--- src/spm_pkg.sv ---
/*
 * Shared constants of the serial master/slave port: control and
 * configuration bit positions, reset values, select-mode encodings,
 * state encoding and master clock timing.
 * Assumes a 100 MHz system clock; nothing else is needed from outside.
 */
package spm_pkg;

	// Port control register bit positions.
	localparam int CTRL_DONE_BIT = 7; // Transfer-done flag.
	localparam int CTRL_WRITE_COLLISION_FLAG_BIT = 6; // Write-collision flag.
	localparam int CTRL_MODE_FAULT_FLAG_BIT = 5; // Mode-fault flag.
	localparam int CTRL_SELU_BIT = 3; // Upper select-mode bit.
	localparam int CTRL_SELL_BIT = 2; // Lower select-mode bit.
	localparam int CTRL_TXE_BIT = 1; // Transmit buffer empty, read only.
	localparam int CTRL_EN_BIT = 0; // Port-enable bit.

	// Port configuration register bit positions.
	localparam int CFG_BUSY_BIT = 7; // Transfer in progress, read only.
	localparam int CFG_MST_BIT = 6; // Master-enable bit.
	localparam int CFG_CPHA_BIT = 5; // Clock-phase bit.
	localparam int CFG_CPOL_BIT = 4; // Clock-polarity bit.
	localparam int CFG_SLVSEL_BIT = 3; // Slave currently selected, read only.
	localparam int CFG_SELIN_BIT = 2; // Synchronised select input, read only.
	localparam int CFG_SHE_BIT = 1; // Shift register empty, read only.
	localparam int CFG_RXE_BIT = 0; // Receive buffer never loaded, read only.

	// Select-mode field encodings.
	localparam logic [1:0] SEL_3WIRE = 2'h0; // Three wire, select unused.
	localparam logic [1:0] SEL_MULTI = 2'h1; // Select is an input.

	// Reset values: select mode is multi-master, everything else clear.
	localparam logic [1:0] SEL_RESET = SEL_MULTI; // Select-mode field.
	localparam logic [7:0] BYTE_RESET = 8'h00; // Data buffers and shifter.

	// Serial clock edges in one byte, two per bit.
	localparam logic [3:0] LAST_EDGE = 4'hf; // Index of the sixteenth edge.

	// Master serial clock: half period as time and as cycles.
	localparam int CLK_PERIOD_NS = 10; // System clock period.
	localparam int SCK_HALF_NS = 40; // Least half period of the master clock.
	localparam logic [2:0] SCK_HALF_CYC =
		3'((SCK_HALF_NS + CLK_PERIOD_NS - 1) / CLK_PERIOD_NS); // Rounded up.

	// Transfer sequencer states, Gray coded along idle, run, done.
	typedef enum logic [1:0] {
		ST_IDLE = 2'h0,
		ST_RUN = 2'h1,
		ST_DONE = 2'h3
	} spm_state_t;

endpackage

--- src/spm_sync2.sv ---
/*
 * Two flip-flop synchroniser for one level from outside the clock domain.
 * Assumes the input may change at any time relative to clk_in.
 */
`timescale 1ns/100ps
`default_nettype none
module spm_sync2 (
	input wire logic clk_in, // System clock.
	input wire logic rst_b_in, // Synchronous reset, active low.
	input wire logic rst_val_in, // Constant level taken during reset.
	input wire logic async_in, // Level from outside the domain.
	output logic sync_out // Level safe to use in the domain.
);

	logic meta_q; // First stage, read only by the second stage.
	logic sync_q; // Second stage.
	logic [1:0] flush_q; // Fills with ones as real samples reach the second stage.

	// The first stage is read by the second stage and nothing else.
	always_ff @(posedge clk_in) begin
		if (!rst_b_in) begin
			meta_q <= 1'b0;
			sync_q <= 1'b0;
			flush_q <= 2'h0;
		end else begin
			meta_q <= async_in;
			sync_q <= meta_q;
			flush_q <= {flush_q[0], 1'b1};
		end
	end

	// The reset level stands until a real sample has passed both stages, so no false edge follows reset.
	assign sync_out = flush_q[1] ? sync_q : rst_val_in;

endmodule
`default_nettype wire

--- src/spm_port.sv ---
/*
 * Serial master/slave port: one byte shifter with transmit and receive
 * buffers, master clock generation, slave edge sampling, select-pin modes
 * and the control, configuration and flag bits, all as plain ports.
 * Assumes software pulses the write strobes for one system clock and that
 * the pin wires are resolved from the output enables outside.
 */
`timescale 1ns/100ps
`default_nettype none
module spm_port (
	input wire logic core_clk_in, // System clock, 100 MHz.
	input wire logic rst_b_in, // Synchronous reset, active low.
	input wire logic ctrl_wr_in, // Write strobe for the control register.
	input wire logic [7:0] ctrl_wdata_in, // Control register write data.
	input wire logic cfg_wr_in, // Write strobe for the configuration register.
	input wire logic [7:0] cfg_wdata_in, // Configuration register write data.
	input wire logic data_wr_in, // Write strobe for the data window.
	input wire logic [7:0] data_wdata_in, // Byte written to the data window.
	input wire logic int_enable_in, // Interrupt enable from the system.
	output logic [7:0] port_control_out, // Control register read value.
	output logic [7:0] port_config_out, // Configuration register read value.
	output logic [7:0] data_window_out, // Receive buffer, read through the window.
	output logic irq_out, // Interrupt request, registered level.
	input wire logic sck_in, // Serial clock pin level.
	output logic sck_out, // Serial clock driven as master.
	output logic sck_oe_out, // Serial clock output enable.
	input wire logic mosi_in, // MOSI pin level.
	output logic mosi_out, // MOSI driven as master.
	output logic mosi_oe_out, // MOSI output enable.
	input wire logic miso_in, // MISO pin level.
	output logic miso_out, // MISO driven as slave.
	output logic miso_oe_out, // MISO output enable.
	input wire logic sel_in, // Slave-select pin level.
	output logic sel_out, // Slave-select driven level.
	output logic sel_oe_out, // Slave-select output enable.
	output logic sel_pin_mapped_out // High while the select line owns a pin.
);

	// Control and configuration state.
	logic port_enable_bit_q; // Port enable.
	logic master_enable_bit_q; // Master mode.
	logic clock_phase_bit_q; // Latching edge select.
	logic clock_polarity_bit_q; // Idle level of the clock.
	logic [1:0] select_mode_field_q; // Select-line behaviour.
	logic transfer_done_flag_q; // Byte finished.
	logic write_collision_flag_q; // Write to a full transmit buffer.
	logic mode_fault_flag_q; // Another master pulled select low.
	logic rx_loaded_q; // Receive buffer has been loaded once.
	logic irq_q; // Registered interrupt request.

	// Data path state.
	logic [7:0] tx_buf_q; // Transmit buffer.
	logic tx_full_q; // Transmit buffer holds a byte.
	logic [7:0] shift_q; // Byte shifter.
	logic shift_empty_q; // Shifter holds no pending byte.
	logic [7:0] rx_buf_q; // Receive buffer.
	logic bit_q; // Bit latched on a sample edge.
	logic [3:0] edge_q; // Serial clock edges seen in this byte.
	logic [2:0] div_q; // Master half-period counter.
	logic sck_q; // Master serial clock level.
	spm_pkg::spm_state_t st_q; // Transfer sequencer.

	// Synchronised pins and edge history.
	logic sck_s; // Synchronised serial clock.
	logic sel_s; // Synchronised select input.
	logic mosi_s; // Synchronised MOSI.
	logic miso_s; // Synchronised MISO.
	logic sck_prev_q; // Serial clock one cycle back.
	logic sel_prev_q; // Select input one cycle back.

	// Combinational decode.
	logic is_master; // Enabled master.
	logic is_slave; // Enabled slave.
	logic slave_sel; // Slave is selected.
	logic sel_fall; // Select input went from high to low.
	logic mode_fault; // Multi-master fault this cycle.
	logic edge_ev; // One serial clock edge to process.
	logic sample_edge; // This edge latches a data bit.
	logic in_bit; // Incoming serial data bit.
	logic load_go; // Move transmit buffer into the shifter.
	logic last_ev; // Final edge of a byte.
	logic [7:0] new_byte; // Byte completed on the final edge.

	// Every pin input passes two flops before any logic reads it.
	spm_sync2 u_sync_sck (.clk_in(core_clk_in), .rst_b_in(rst_b_in), .rst_val_in(1'b0),
		.async_in(sck_in), .sync_out(sck_s));
	spm_sync2 u_sync_sel (.clk_in(core_clk_in), .rst_b_in(rst_b_in), .rst_val_in(1'b1),
		.async_in(sel_in), .sync_out(sel_s));
	spm_sync2 u_sync_mosi (.clk_in(core_clk_in), .rst_b_in(rst_b_in), .rst_val_in(1'b0),
		.async_in(mosi_in), .sync_out(mosi_s));
	spm_sync2 u_sync_miso (.clk_in(core_clk_in), .rst_b_in(rst_b_in), .rst_val_in(1'b0),
		.async_in(miso_in), .sync_out(miso_s));

	// Edge history of the synchronised clock and select levels.
	always_ff @(posedge core_clk_in) begin
		if (!rst_b_in) begin
			sck_prev_q <= 1'b0;
			sel_prev_q <= 1'b1;
		end else begin
			sck_prev_q <= sck_s;
			sel_prev_q <= sel_s;
		end
	end

	// Role decode from the enable bits and the select mode.
	always_comb begin
		is_master = port_enable_bit_q && master_enable_bit_q;
		is_slave = port_enable_bit_q && !master_enable_bit_q;
		// Mode 00 selects the slave for good; mode 01 selects on a low input.
		slave_sel = (select_mode_field_q == spm_pkg::SEL_3WIRE) ||
			((select_mode_field_q == spm_pkg::SEL_MULTI) && !sel_s);
		sel_fall = sel_prev_q && !sel_s;
		// A low select in multi-master mode throws the master off the bus.
		mode_fault = is_master && (select_mode_field_q == spm_pkg::SEL_MULTI) &&
			!sel_s;
	end

	// Edge source: own divider as master, sampled pin clock as slave.
	always_comb begin
		if (is_master) begin
			edge_ev = (st_q == spm_pkg::ST_RUN) &&
				(div_q == 3'(spm_pkg::SCK_HALF_CYC - 3'h1));
			in_bit = miso_s;
		end else begin
			// A deselected four-wire slave never sees clock activity.
			edge_ev = is_slave && slave_sel && (sck_s != sck_prev_q) &&
				(st_q != spm_pkg::ST_DONE);
			in_bit = mosi_s;
		end
		// Even edges are leading edges; phase 0 samples on them.
		sample_edge = (edge_q[0] == clock_phase_bit_q);
		last_ev = edge_ev && (edge_q == spm_pkg::LAST_EDGE);
		new_byte = {shift_q[6:0], clock_phase_bit_q ? in_bit : bit_q};
		load_go = tx_full_q && shift_empty_q && port_enable_bit_q &&
			(st_q == spm_pkg::ST_IDLE) && (edge_q == 4'h0);
	end

	// Control bits: software writes, with a mode fault taking precedence.
	always_ff @(posedge core_clk_in) begin
		if (!rst_b_in) begin
			port_enable_bit_q <= 1'b0;
			master_enable_bit_q <= 1'b0;
			clock_phase_bit_q <= 1'b0;
			clock_polarity_bit_q <= 1'b0;
			select_mode_field_q <= spm_pkg::SEL_RESET;
		end else begin
			if (ctrl_wr_in) begin
				port_enable_bit_q <= ctrl_wdata_in[spm_pkg::CTRL_EN_BIT];
				select_mode_field_q <= {ctrl_wdata_in[spm_pkg::CTRL_SELU_BIT],
					ctrl_wdata_in[spm_pkg::CTRL_SELL_BIT]};
			end
			if (cfg_wr_in) begin
				master_enable_bit_q <= cfg_wdata_in[spm_pkg::CFG_MST_BIT];
				clock_phase_bit_q <= cfg_wdata_in[spm_pkg::CFG_CPHA_BIT];
				clock_polarity_bit_q <= cfg_wdata_in[spm_pkg::CFG_CPOL_BIT];
			end
			// The fault wins over a same-cycle write and holds until rewritten.
			if (mode_fault) begin
				port_enable_bit_q <= 1'b0;
				master_enable_bit_q <= 1'b0;
			end
		end
	end

	// Event flags: hardware set wins over a software clear by writing 0.
	always_ff @(posedge core_clk_in) begin
		if (!rst_b_in) begin
			transfer_done_flag_q <= 1'b0;
			write_collision_flag_q <= 1'b0;
			mode_fault_flag_q <= 1'b0;
		end else begin
			if (last_ev) begin
				transfer_done_flag_q <= 1'b1;
			end else if (ctrl_wr_in) begin
				transfer_done_flag_q <= transfer_done_flag_q &
					ctrl_wdata_in[spm_pkg::CTRL_DONE_BIT];
			end
			if (data_wr_in && tx_full_q) begin
				write_collision_flag_q <= 1'b1;
			end else if (ctrl_wr_in) begin
				write_collision_flag_q <= write_collision_flag_q &
					ctrl_wdata_in[spm_pkg::CTRL_WRITE_COLLISION_FLAG_BIT];
			end
			if (mode_fault) begin
				mode_fault_flag_q <= 1'b1;
			end else if (ctrl_wr_in) begin
				mode_fault_flag_q <= mode_fault_flag_q &
					ctrl_wdata_in[spm_pkg::CTRL_MODE_FAULT_FLAG_BIT];
			end
		end
	end

	// Interrupt request follows any set flag while interrupts are enabled.
	always_ff @(posedge core_clk_in) begin
		if (!rst_b_in) begin
			irq_q <= 1'b0;
		end else begin
			irq_q <= int_enable_in && (transfer_done_flag_q ||
				write_collision_flag_q || mode_fault_flag_q);
		end
	end

	// Transmit buffer: a write to a full buffer is dropped untouched.
	always_ff @(posedge core_clk_in) begin
		if (!rst_b_in) begin
			tx_buf_q <= spm_pkg::BYTE_RESET;
			tx_full_q <= 1'b0;
		end else begin
			if (data_wr_in && !tx_full_q) begin
				tx_buf_q <= data_wdata_in;
				tx_full_q <= 1'b1;
			end else if (load_go) begin
				tx_full_q <= 1'b0;
			end
		end
	end

	// Shifter: loaded from the buffer, shifted on edges, emptied per byte.
	always_ff @(posedge core_clk_in) begin
		if (!rst_b_in) begin
			shift_q <= spm_pkg::BYTE_RESET;
			shift_empty_q <= 1'b1;
			bit_q <= 1'b0;
		end else begin
			if (load_go) begin
				shift_q <= tx_buf_q;
				shift_empty_q <= 1'b0;
			end else if (last_ev) begin
				// The received byte stays in the shifter until the next load or, as slave, the shift edges of the next byte.
				shift_q <= new_byte;
				shift_empty_q <= 1'b1;
			end else if (edge_ev && sample_edge) begin
				bit_q <= in_bit;
			end else if (edge_ev && !(clock_phase_bit_q && edge_q == 4'h0)) begin
				// Phase 1 has nothing latched before its first leading edge.
				shift_q <= {shift_q[6:0], bit_q};
			end
		end
	end

	// Receive buffer is written only at the end of a whole byte.
	always_ff @(posedge core_clk_in) begin
		if (!rst_b_in) begin
			rx_buf_q <= spm_pkg::BYTE_RESET;
			rx_loaded_q <= 1'b0;
		end else if (last_ev) begin
			rx_buf_q <= new_byte;
			rx_loaded_q <= 1'b1;
		end
	end

	// Bit counter: cleared by disable and by a falling select in four-wire slave.
	always_ff @(posedge core_clk_in) begin
		if (!rst_b_in) begin
			edge_q <= 4'h0;
		end else if (!port_enable_bit_q) begin
			edge_q <= 4'h0;
		end else if (is_slave && select_mode_field_q == spm_pkg::SEL_MULTI && sel_fall) begin
			edge_q <= 4'h0;
		end else if (edge_ev) begin
			edge_q <= edge_q + 4'h1;
		end
	end

	// Sequencer: idle, running, one done cycle, back to idle.
	always_ff @(posedge core_clk_in) begin
		if (!rst_b_in) begin
			st_q <= spm_pkg::ST_IDLE;
		end else if (!port_enable_bit_q || mode_fault) begin
			st_q <= spm_pkg::ST_IDLE;
		end else begin
			case (st_q)
				spm_pkg::ST_IDLE: begin
					// A master starts on load; a slave starts on its first edge.
					if ((is_master && load_go) || (is_slave && edge_ev)) begin
						st_q <= spm_pkg::ST_RUN;
					end
				end
				spm_pkg::ST_RUN: begin
					if (last_ev) begin
						st_q <= spm_pkg::ST_DONE;
					end else if (is_slave && sel_fall &&
						select_mode_field_q == spm_pkg::SEL_MULTI) begin
						st_q <= spm_pkg::ST_IDLE;
					end
				end
				// The done state and any stray code both fall back to idle.
				default: begin
					st_q <= spm_pkg::ST_IDLE;
				end
			endcase
		end
	end

	// Master clock: half periods counted, level toggled on every edge.
	always_ff @(posedge core_clk_in) begin
		if (!rst_b_in) begin
			div_q <= 3'h0;
			sck_q <= 1'b0;
		end else if (!is_master || st_q != spm_pkg::ST_RUN) begin
			div_q <= 3'h0;
			sck_q <= clock_polarity_bit_q;
		end else if (edge_ev) begin
			div_q <= 3'h0;
			sck_q <= !sck_q;
		end else begin
			div_q <= div_q + 3'h1;
		end
	end

	// Pin drive by role, released when disabled except the select pin, then register read-back.
	always_comb begin
		sck_out = sck_q;
		sck_oe_out = is_master;
		mosi_out = shift_q[7];
		mosi_oe_out = is_master;
		miso_out = shift_q[7];
		miso_oe_out = is_slave && slave_sel;
		// Software owns the select level when the upper mode bit is set.
		sel_out = select_mode_field_q[0];
		sel_oe_out = select_mode_field_q[1];
		sel_pin_mapped_out = (select_mode_field_q != spm_pkg::SEL_3WIRE);
		// Register read-back and status.
		port_control_out = 8'h00;
		port_control_out[spm_pkg::CTRL_DONE_BIT] = transfer_done_flag_q;
		port_control_out[spm_pkg::CTRL_WRITE_COLLISION_FLAG_BIT] = write_collision_flag_q;
		port_control_out[spm_pkg::CTRL_MODE_FAULT_FLAG_BIT] = mode_fault_flag_q;
		port_control_out[spm_pkg::CTRL_SELU_BIT] = select_mode_field_q[1];
		port_control_out[spm_pkg::CTRL_SELL_BIT] = select_mode_field_q[0];
		port_control_out[spm_pkg::CTRL_TXE_BIT] = !tx_full_q;
		port_control_out[spm_pkg::CTRL_EN_BIT] = port_enable_bit_q;
		port_config_out = 8'h00;
		port_config_out[spm_pkg::CFG_BUSY_BIT] = (st_q != spm_pkg::ST_IDLE);
		port_config_out[spm_pkg::CFG_MST_BIT] = master_enable_bit_q;
		port_config_out[spm_pkg::CFG_CPHA_BIT] = clock_phase_bit_q;
		port_config_out[spm_pkg::CFG_CPOL_BIT] = clock_polarity_bit_q;
		port_config_out[spm_pkg::CFG_SLVSEL_BIT] = is_slave && slave_sel;
		port_config_out[spm_pkg::CFG_SELIN_BIT] = sel_s;
		port_config_out[spm_pkg::CFG_SHE_BIT] = shift_empty_q;
		port_config_out[spm_pkg::CFG_RXE_BIT] = !rx_loaded_q;
		data_window_out = rx_buf_q;
		irq_out = irq_q;
	end

endmodule
`default_nettype wire

--- config.mk ---
export PLATFORM = sky130hd
export DESIGN_NAME = spm_port
export DESIGN_NICKNAME = d
export VERILOG_FILES = /design/src/spm_pkg.sv /design/src/spm_sync2.sv /design/src/spm_port.sv
export SDC_FILE = /design/constraint.sdc
export NUM_CORES = 1
export LEC_CHECK = 0
export ABC_AREA = 1
export BUFFER_PORTS_ARGS = -buffer_cell sky130_fd_sc_hd__buf_4
export CORE_MARGIN = 3
export CORE_UTILIZATION = 47
export DETAILED_ROUTE_END_ITERATION = 8
export PLACE_DENSITY = 0.75
export SLEW_MARGIN = 10
export SYNTH_ARGS = -nofsm -noshare
export SYNTH_HDL_FRONTEND = slang
export SYNTH_SLANG_ARGS = --single-unit
--- constraint.sdc ---
create_clock -name core_clk_in -period 1.8 [get_ports core_clk_in]
set_clock_uncertainty 0.2 [all_clocks]
set_input_delay 0.18 -clock core_clk_in [delete_from_list [all_inputs] [get_ports core_clk_in]]
set_output_delay 0.18 -clock core_clk_in [all_outputs]
set_load 0.02 [all_outputs]
==> impl_metrics.yaml, run 1 <==
drt:
  drc: 0
  vias_per_cell: 4.743
  drt_wl_total_microns: 6592
  num_vias: 2471
  wire_per_inst_microns: 12.65
  firstDrtPassIters: 4
  drt_iter0_drc: 65
  postRouteAntennaNets: 0
synth:
  synthFlopType: "dfxtp_1"
  synth.ff_latch_count: 60
  async_flop_share_pct: 0
  synth_edf_count: 0
  netlist_instances: 348
  yosysSeqAreaShare_pct: 46.42
  synth_fp_nets: 386
  syn_area_sq_um: 2587
  yosys_warnings: 0
  synth.distinct_cells: 30
  syn_area_per_cell_sq_um: 7.435
worst_setup_path:
  crit_fanout: 4
  rrSetupSlack_ps: 80
  cpPeakStageDelay_ps: 360
  critPathArrivalTime_ps: 1350
  cp_cell_sequence: "inv_1 -> nor2_2 -> nand2_1 -> a21boi_2 -> buf_4"
  crit_type: "reg2out"
  crit_buf_inv: 2
  cp.required_ps: 1420
  cp-end-kind: "output port"
  r2r_cells: 8
  r2r_end: "shift_q[0]"
  crit_family: "flip-flops"
  rr_startpoint: "div_q[0]"
  crit_slowest_cell: "dfxtp_2"
  critPathLaunchType: "flip-flop"
grt:
  grt_first_pass_wirelength_microns: 11120
  grt_pass1_vias: 2464
  grt.overflow.total: 0
  grt_usage_pct: 22.19
  antenna_found_initial: 0
  grt_start_max_net_pins: 21
min_path:
  hold_depth: 3
  hold_path.class: "in2reg"
  hold_start: "rst_b_in"
  worstHoldEndpoint: "tx_buf_q[3]"
layout:
  nNetsFinal: 484
  fillers: 405
  layout.cells.non_filler: 521
  final_common_cell: "buf_4"
  seq_area_sq_um: 1207
  final_cell_mix: "72 x buf_4, 68 x nand2_1, 55 x dfxtp_1"
  drive_above_1_share_pct: 25.94
  multiInputGateArea_sq_um: 1106
  antenna_cells: 0
  area_delta_synth_final_pct: 43.23
  fin_area_sq_um: 3706
sta:
  fin_crit_ps: 1725
  slew_viol_final: 0
  fmax_mhz: 579.6
  tns_ps: 0
  finalHoldViolCount: 0
  rsz0062_at_grt: "yes"
  setup_viol: 0
  fin_ws_ps: 74.76
  period_share_pct: 95.85
place:
  dp_cells: 465
  post-dp-hpwl_microns: 4022
  place_congestion: 0.8713
  io_buffer_count: 59
  placed_cell_area_sq_um: 3049
  place_ws_ps: 5.933
power:
  ir_drop_uv: 451.4
  p_int_mw: 2.365
  power_frac_comb_pct: 10.8
  power_frac_seq_pct: 45.6
  p_per_area_nw_per_um2: 834.7
  p_sw_share_pct: 23.55
  clkPwrFrac_pct: 43.5
  total_power_mw: 3.094
  p_leak_nw: 1.738
  p_sw_mw: 0.7286
clock_tree:
  path_clk_slew_ps: 70
  cts_tree: "yes"
  numCtsBuffers: 9
  clock_latency_ps: 340
  cts_setup_buffers: 0
  cts.sinks: 60
  htreeDepth: 3
  cts-root-buf: "clkbuf_8"
  clock_path_buffers: 2
outcome:
  outcome: "finished, final reports clean"
floorplan:
  die_w_microns: 80.20
  initial_core_util_pct: 49.71
  rows: 26
  dieArea_sq_um: 6431
  core_area_sq_um: 5205
  die_h_microns: 80.20
  ioPinCount: 68
run:
  drv_cap: 0
-- layout make-up --
cell class	instances	area share, %
Timing Repair Buffer	112	25.29
Clock inverter	4	1.958
Inverter	40	4.051
Clock buffer	12	3.916
Tap cell	70	2.363
Sequential cell	60	32.58
Multi-Input combinational cell	223	29.84
-- logic make-up after synthesis --
| group | share of synthesized area, % |
|---|---|
| flip-flops | 46.42 |
| buffers and inverters | 12.52 |
| XOR/XNOR | 0.3386 |
| AO/OA/AOI/OAI | 9.962 |
| adder cells (fa/ha/maj) | 1.934 |
| AND/OR/NAND/NOR | 28.67 |
| other | 0.1449 |
-- power groups by stage --
stage / sequential, mW / clock (mW) / combinational (mW)
after detailed placement: 1.44 / 0 / 0.256
after global placement: 1.44 / 0 / 0.252
after floorplan: 1.44 / 0 / 0.157
after CTS: 1.41 / 1.35 / 0.328
final: 1.41 / 1.35 / 0.335
after global routing: 1.41 / 1.43 / 0.370
-- layer usage --
layer | track usage [%] | wire (microns)
met2 | 36.09 | 3152
met4 | 9.797 | 130
met3 | 5.717 | 361
met5 | 0 | 0
met1 | 27.55 | 2947
-- worst max path at each step --
stage	from	end	depth (start not counted)
global route	edge_q[0]	st_q[0]	9
CTS	select_mode_field_q[0]	port_config_out[3]	5
detailed placement	div_q[0]	shift_q[0]	8
global placement	st_q[0]	shift_q[7]	10
finish	select_mode_field_q[0]	port_config_out[3]	5
floorplan	select_mode_field_q[0]	port_config_out[3]	5
-- tightest hold or removal path: cells and delay by family --
kind,cells,cell delay (ps)
compound gates,1,100
buf+inv,1,190
simple gates,1,40
-- per-stage QoR --
step	hold slack, ps	util, %
after floorplan	7.717	-
after global placement	161.6	58.58
after detailed placement	164.3	58.58
after CTS	3.174	70.38
after global routing	3.568	71.20
final	13.46	71.20
-- timing repair --
item / 4_1_cts / 5_1_grt
gates resized for setup: 2 / 17
gates cloned: 1 / 1
pin swaps: 1 / 3
hold buffers: 38 / 0
hold endpoints to repair: 29 / 0
setup endpoints to repair: 4 / 26
-- synth_stat cells (3+ instances only) --
library cell	count	area, sq um
ha_1	4	50.05
a21oi_1	25	125.1
nor2_1	55	206.5
buf_4	16	120.1
nand4_1	3	18.77
nand3_1	27	135.1
nand2_1	70	262.8
dfxtp_1	60	1201
o21ai_0	17	85.08
clkbuf_1	7	26.28
inv_1	39	146.4
-- registers in the layout, indices dropped and copies added (netlist names), 2 cells and up --
signal,count
tx_buf_q,8
data_window_out,8
edge_q,4
shift_q,8
select_mode_field_q,2
div_q,3
st_q,2
No activity file was read; power rests on OpenSTA's default activity.
==> run 2, diff against run 1 <==
--- a/config.mk
+++ b/config.mk
@@ -7,7 +7,6 @@
 export LEC_CHECK = 0
 export ABC_AREA = 1
 export BUFFER_PORTS_ARGS = -buffer_cell sky130_fd_sc_hd__buf_4
-export CORE_MARGIN = 3
 export CORE_UTILIZATION = 47
 export DETAILED_ROUTE_END_ITERATION = 8
 export PLACE_DENSITY = 0.75
==> run 2 against run 1 <==
Count of clock-buffer cells in the layout stayed put. Flip-flop and latch count unchanged. Critical path type is now reg2reg. Sequential power hardly changed. Routed wire length grew 3.7%. Non-clock buffer count is 1 higher. Critical endpoint is now shift_q[3].
==> impl_metrics.yaml, run 2 (synthesis gave the netlist of run 1 again) <==
drt:
  num_vias: 2604
  wire_per_inst_microns: 13.12
  drt_iter0_drc: 210
  vias_per_cell: 4.998
  drc: 0
  drt_wl_total_microns: 6833
  postRouteAntennaNets: 0
  firstDrtPassIters: 5
sta:
  finalHoldViolCount: 0
  fin_crit_ps: 1769
  slew_viol_final: 0
  fmax_mhz: 565.4
  period_share_pct: 98.26
  setup_viol: 0
  rsz0062_at_grt: "yes"
  hold_ws_ps: 56.86
worst_setup_path:
  crit_type: "reg2reg"
  crit_fanout: 6
  r2r_end: "shift_q[3]"
  rr_startpoint: "st_q[0]"
  critPathLaunchType: "flip-flop"
  critPathArrivalTime_ps: 1810
  crit_slowest_cell: "dfxtp_2"
  cp-end-kind: "flip-flop"
  cpPeakStageDelay_ps: 350
  r2r_cells: 11
  cp.required_ps: 1840
  cp_cell_sequence: "inv_2 -> or2_4 -> nor2_4 -> nand2_2 -> nand2_4 -> nand2_4 -> nand3_4 -> buf_6 -> nand3_2 -> nand2_1 -> nor2_1"
  cp_common_cell: "nand2_4"
  rrSetupSlack_ps: 30
  crit_family: "simple AND/OR/NAND/NOR gates"
  crit_buf_inv: 2
layout:
  fillers: 378
  antenna_cells: 0
  final_util_pct: 71.95
  drive_above_1_share_pct: 28.38
  final_common_cell: "buf_4"
  nNetsFinal: 484
  area_delta_synth_final_pct: 44.73
  final_cell_mix: "74 x buf_4, 68 x nand2_1, 54 x dfxtp_1"
grt:
  top_usage_layer: "met2"
  grt_usage_pct: 23.40
  grt.overflow.total: 0
  use_met2_pct: 41.91
  use_met1_pct: 25.75
  grt_first_pass_wirelength_microns: 10650
  grt_pass1_vias: 2481
  antenna_found_initial: 0
  grt_use_met3_pct: 4.192
  grt_start_max_net_pins: 25
run:
  drv_cap: 0
power:
  total_power_mw: 3.093
  p_per_area_nw_per_um2: 826.0
  p_sw_mw: 0.7311
  power_frac_seq_pct: 45.7
  clkPwrFrac_pct: 43.4
  p_int_mw: 2.362
  p_leak_nw: 1.752
  power_frac_comb_pct: 10.9
  p_sw_share_pct: 23.63
  ir_drop_uv: 589.0
floorplan:
  ioPinCount: 68
  core_area_sq_um: 5205
  die_h_microns: 76.20
  rows: 26
  dieArea_sq_um: 5806
  die_w_microns: 76.20
  initial_core_util_pct: 49.71
min_path:
  worstHoldEndpoint: "edge_q[3]"
  hold_depth: 3
  hold_path.class: "in2reg"
  hold_start: "rst_b_in"
clock_tree:
  path_clk_slew_ps: 70
  numCtsBuffers: 9
  cts.sinks: 60
  cts-root-buf: "clkbuf_8"
  clock_latency_ps: 350
  cts_tree: "yes"
  htreeDepth: 3
  clock_path_buffers: 2
outcome:
  outcome: "finished, final reports clean"
place:
  io_buffer_count: 59
  place_congestion: 0.7920
  post-dp-hpwl_microns: 3884
run 2: worst max-delay path by stage:
| stage | from | endpoint | slack, ps | cells past startpoint |
|---|---|---|---|---|
| 3_5_place_dp | st_q[0] | shift_q[4] | 20 | 10 |
| 6_report | st_q[0] | shift_q[3] | 30 | 11 |
| 4_1_cts | rst_b_in | write_collision_flag_q | 0.6 | 6 |
| 2_1_floorplan | select_mode_field_q[0] | port_config_out[3] | 50 | 5 |
| 3_3_place_gp | st_q[0] | shift_q[0] | 30 | 10 |
| 5_1_grt | st_q[0] | st_q[0] | -100 | 10 |
run 2: tightest hold or removal path, stage by stage:
cell	delay [ps]
buf_4	140
nand3_1	180
a21oi_1	60
run 2: metal layers:
| metal | up-vias | share of wire (%) |
|---|---|---|
| met5 | - | 0 |
| met2 | 110 | 50 |
| met4 | 0 | 3.1 |
| met3 | 27 | 6.5 |
| met1 | 1189 | 40 |
| li1 | 1278 | - |
run 2: timing repair:
| item | in CTS | in global routing |
|---|---|---|
| pin swaps | 0 | 8 |
| setup buffers | 0 | 7 |
| hold buffers | 34 | 0 |
| endpoints found under the setup margin | 4 | 28 |
| endpoints found under the hold margin | 29 | 0 |
| resized for setup | 3 | 32 |
run 2: cell type report:
type | count | area, sq um | share of cell area (%)
Clock inverter | 4 | 72.57 | 1.938
Inverter | 40 | 150.1 | 4.009
Timing Repair Buffer | 113 | 955.9 | 25.53
Tap cell | 70 | 87.58 | 2.339
Multi-Input combinational cell | 222 | 1122 | 29.97
Clock buffer | 12 | 145.1 | 3.876
Sequential cell | 60 | 1211 | 32.34
run 2: through the flow:
stage | std cells | cell area, sq um | setup slack [ps] | setup TNS, ps
6_report | 521 | 3745 | 31.27 | 0
5_1_grt | 521 | 3745 | -95.71 | -442.9
4_1_cts | 514 | 3607 | 0.5536 | 0
3_5_place_dp | 464 | 3042 | 15.52 | 0
3_3_place_gp | 464 | 3042 | 28.52 | 0
2_1_floorplan | 348 | 2587 | 52.11 | 0
run 2: power by group through the flow:
stage                     sequential, mW  clock [mW]  combinational (mW)
after floorplan                     1.44           0               0.157
after global placement              1.44           0               0.249
after detailed placement            1.44           0               0.254
after CTS                           1.41        1.34               0.315
after global routing                1.42        1.41               0.368
final                               1.41        1.34               0.337
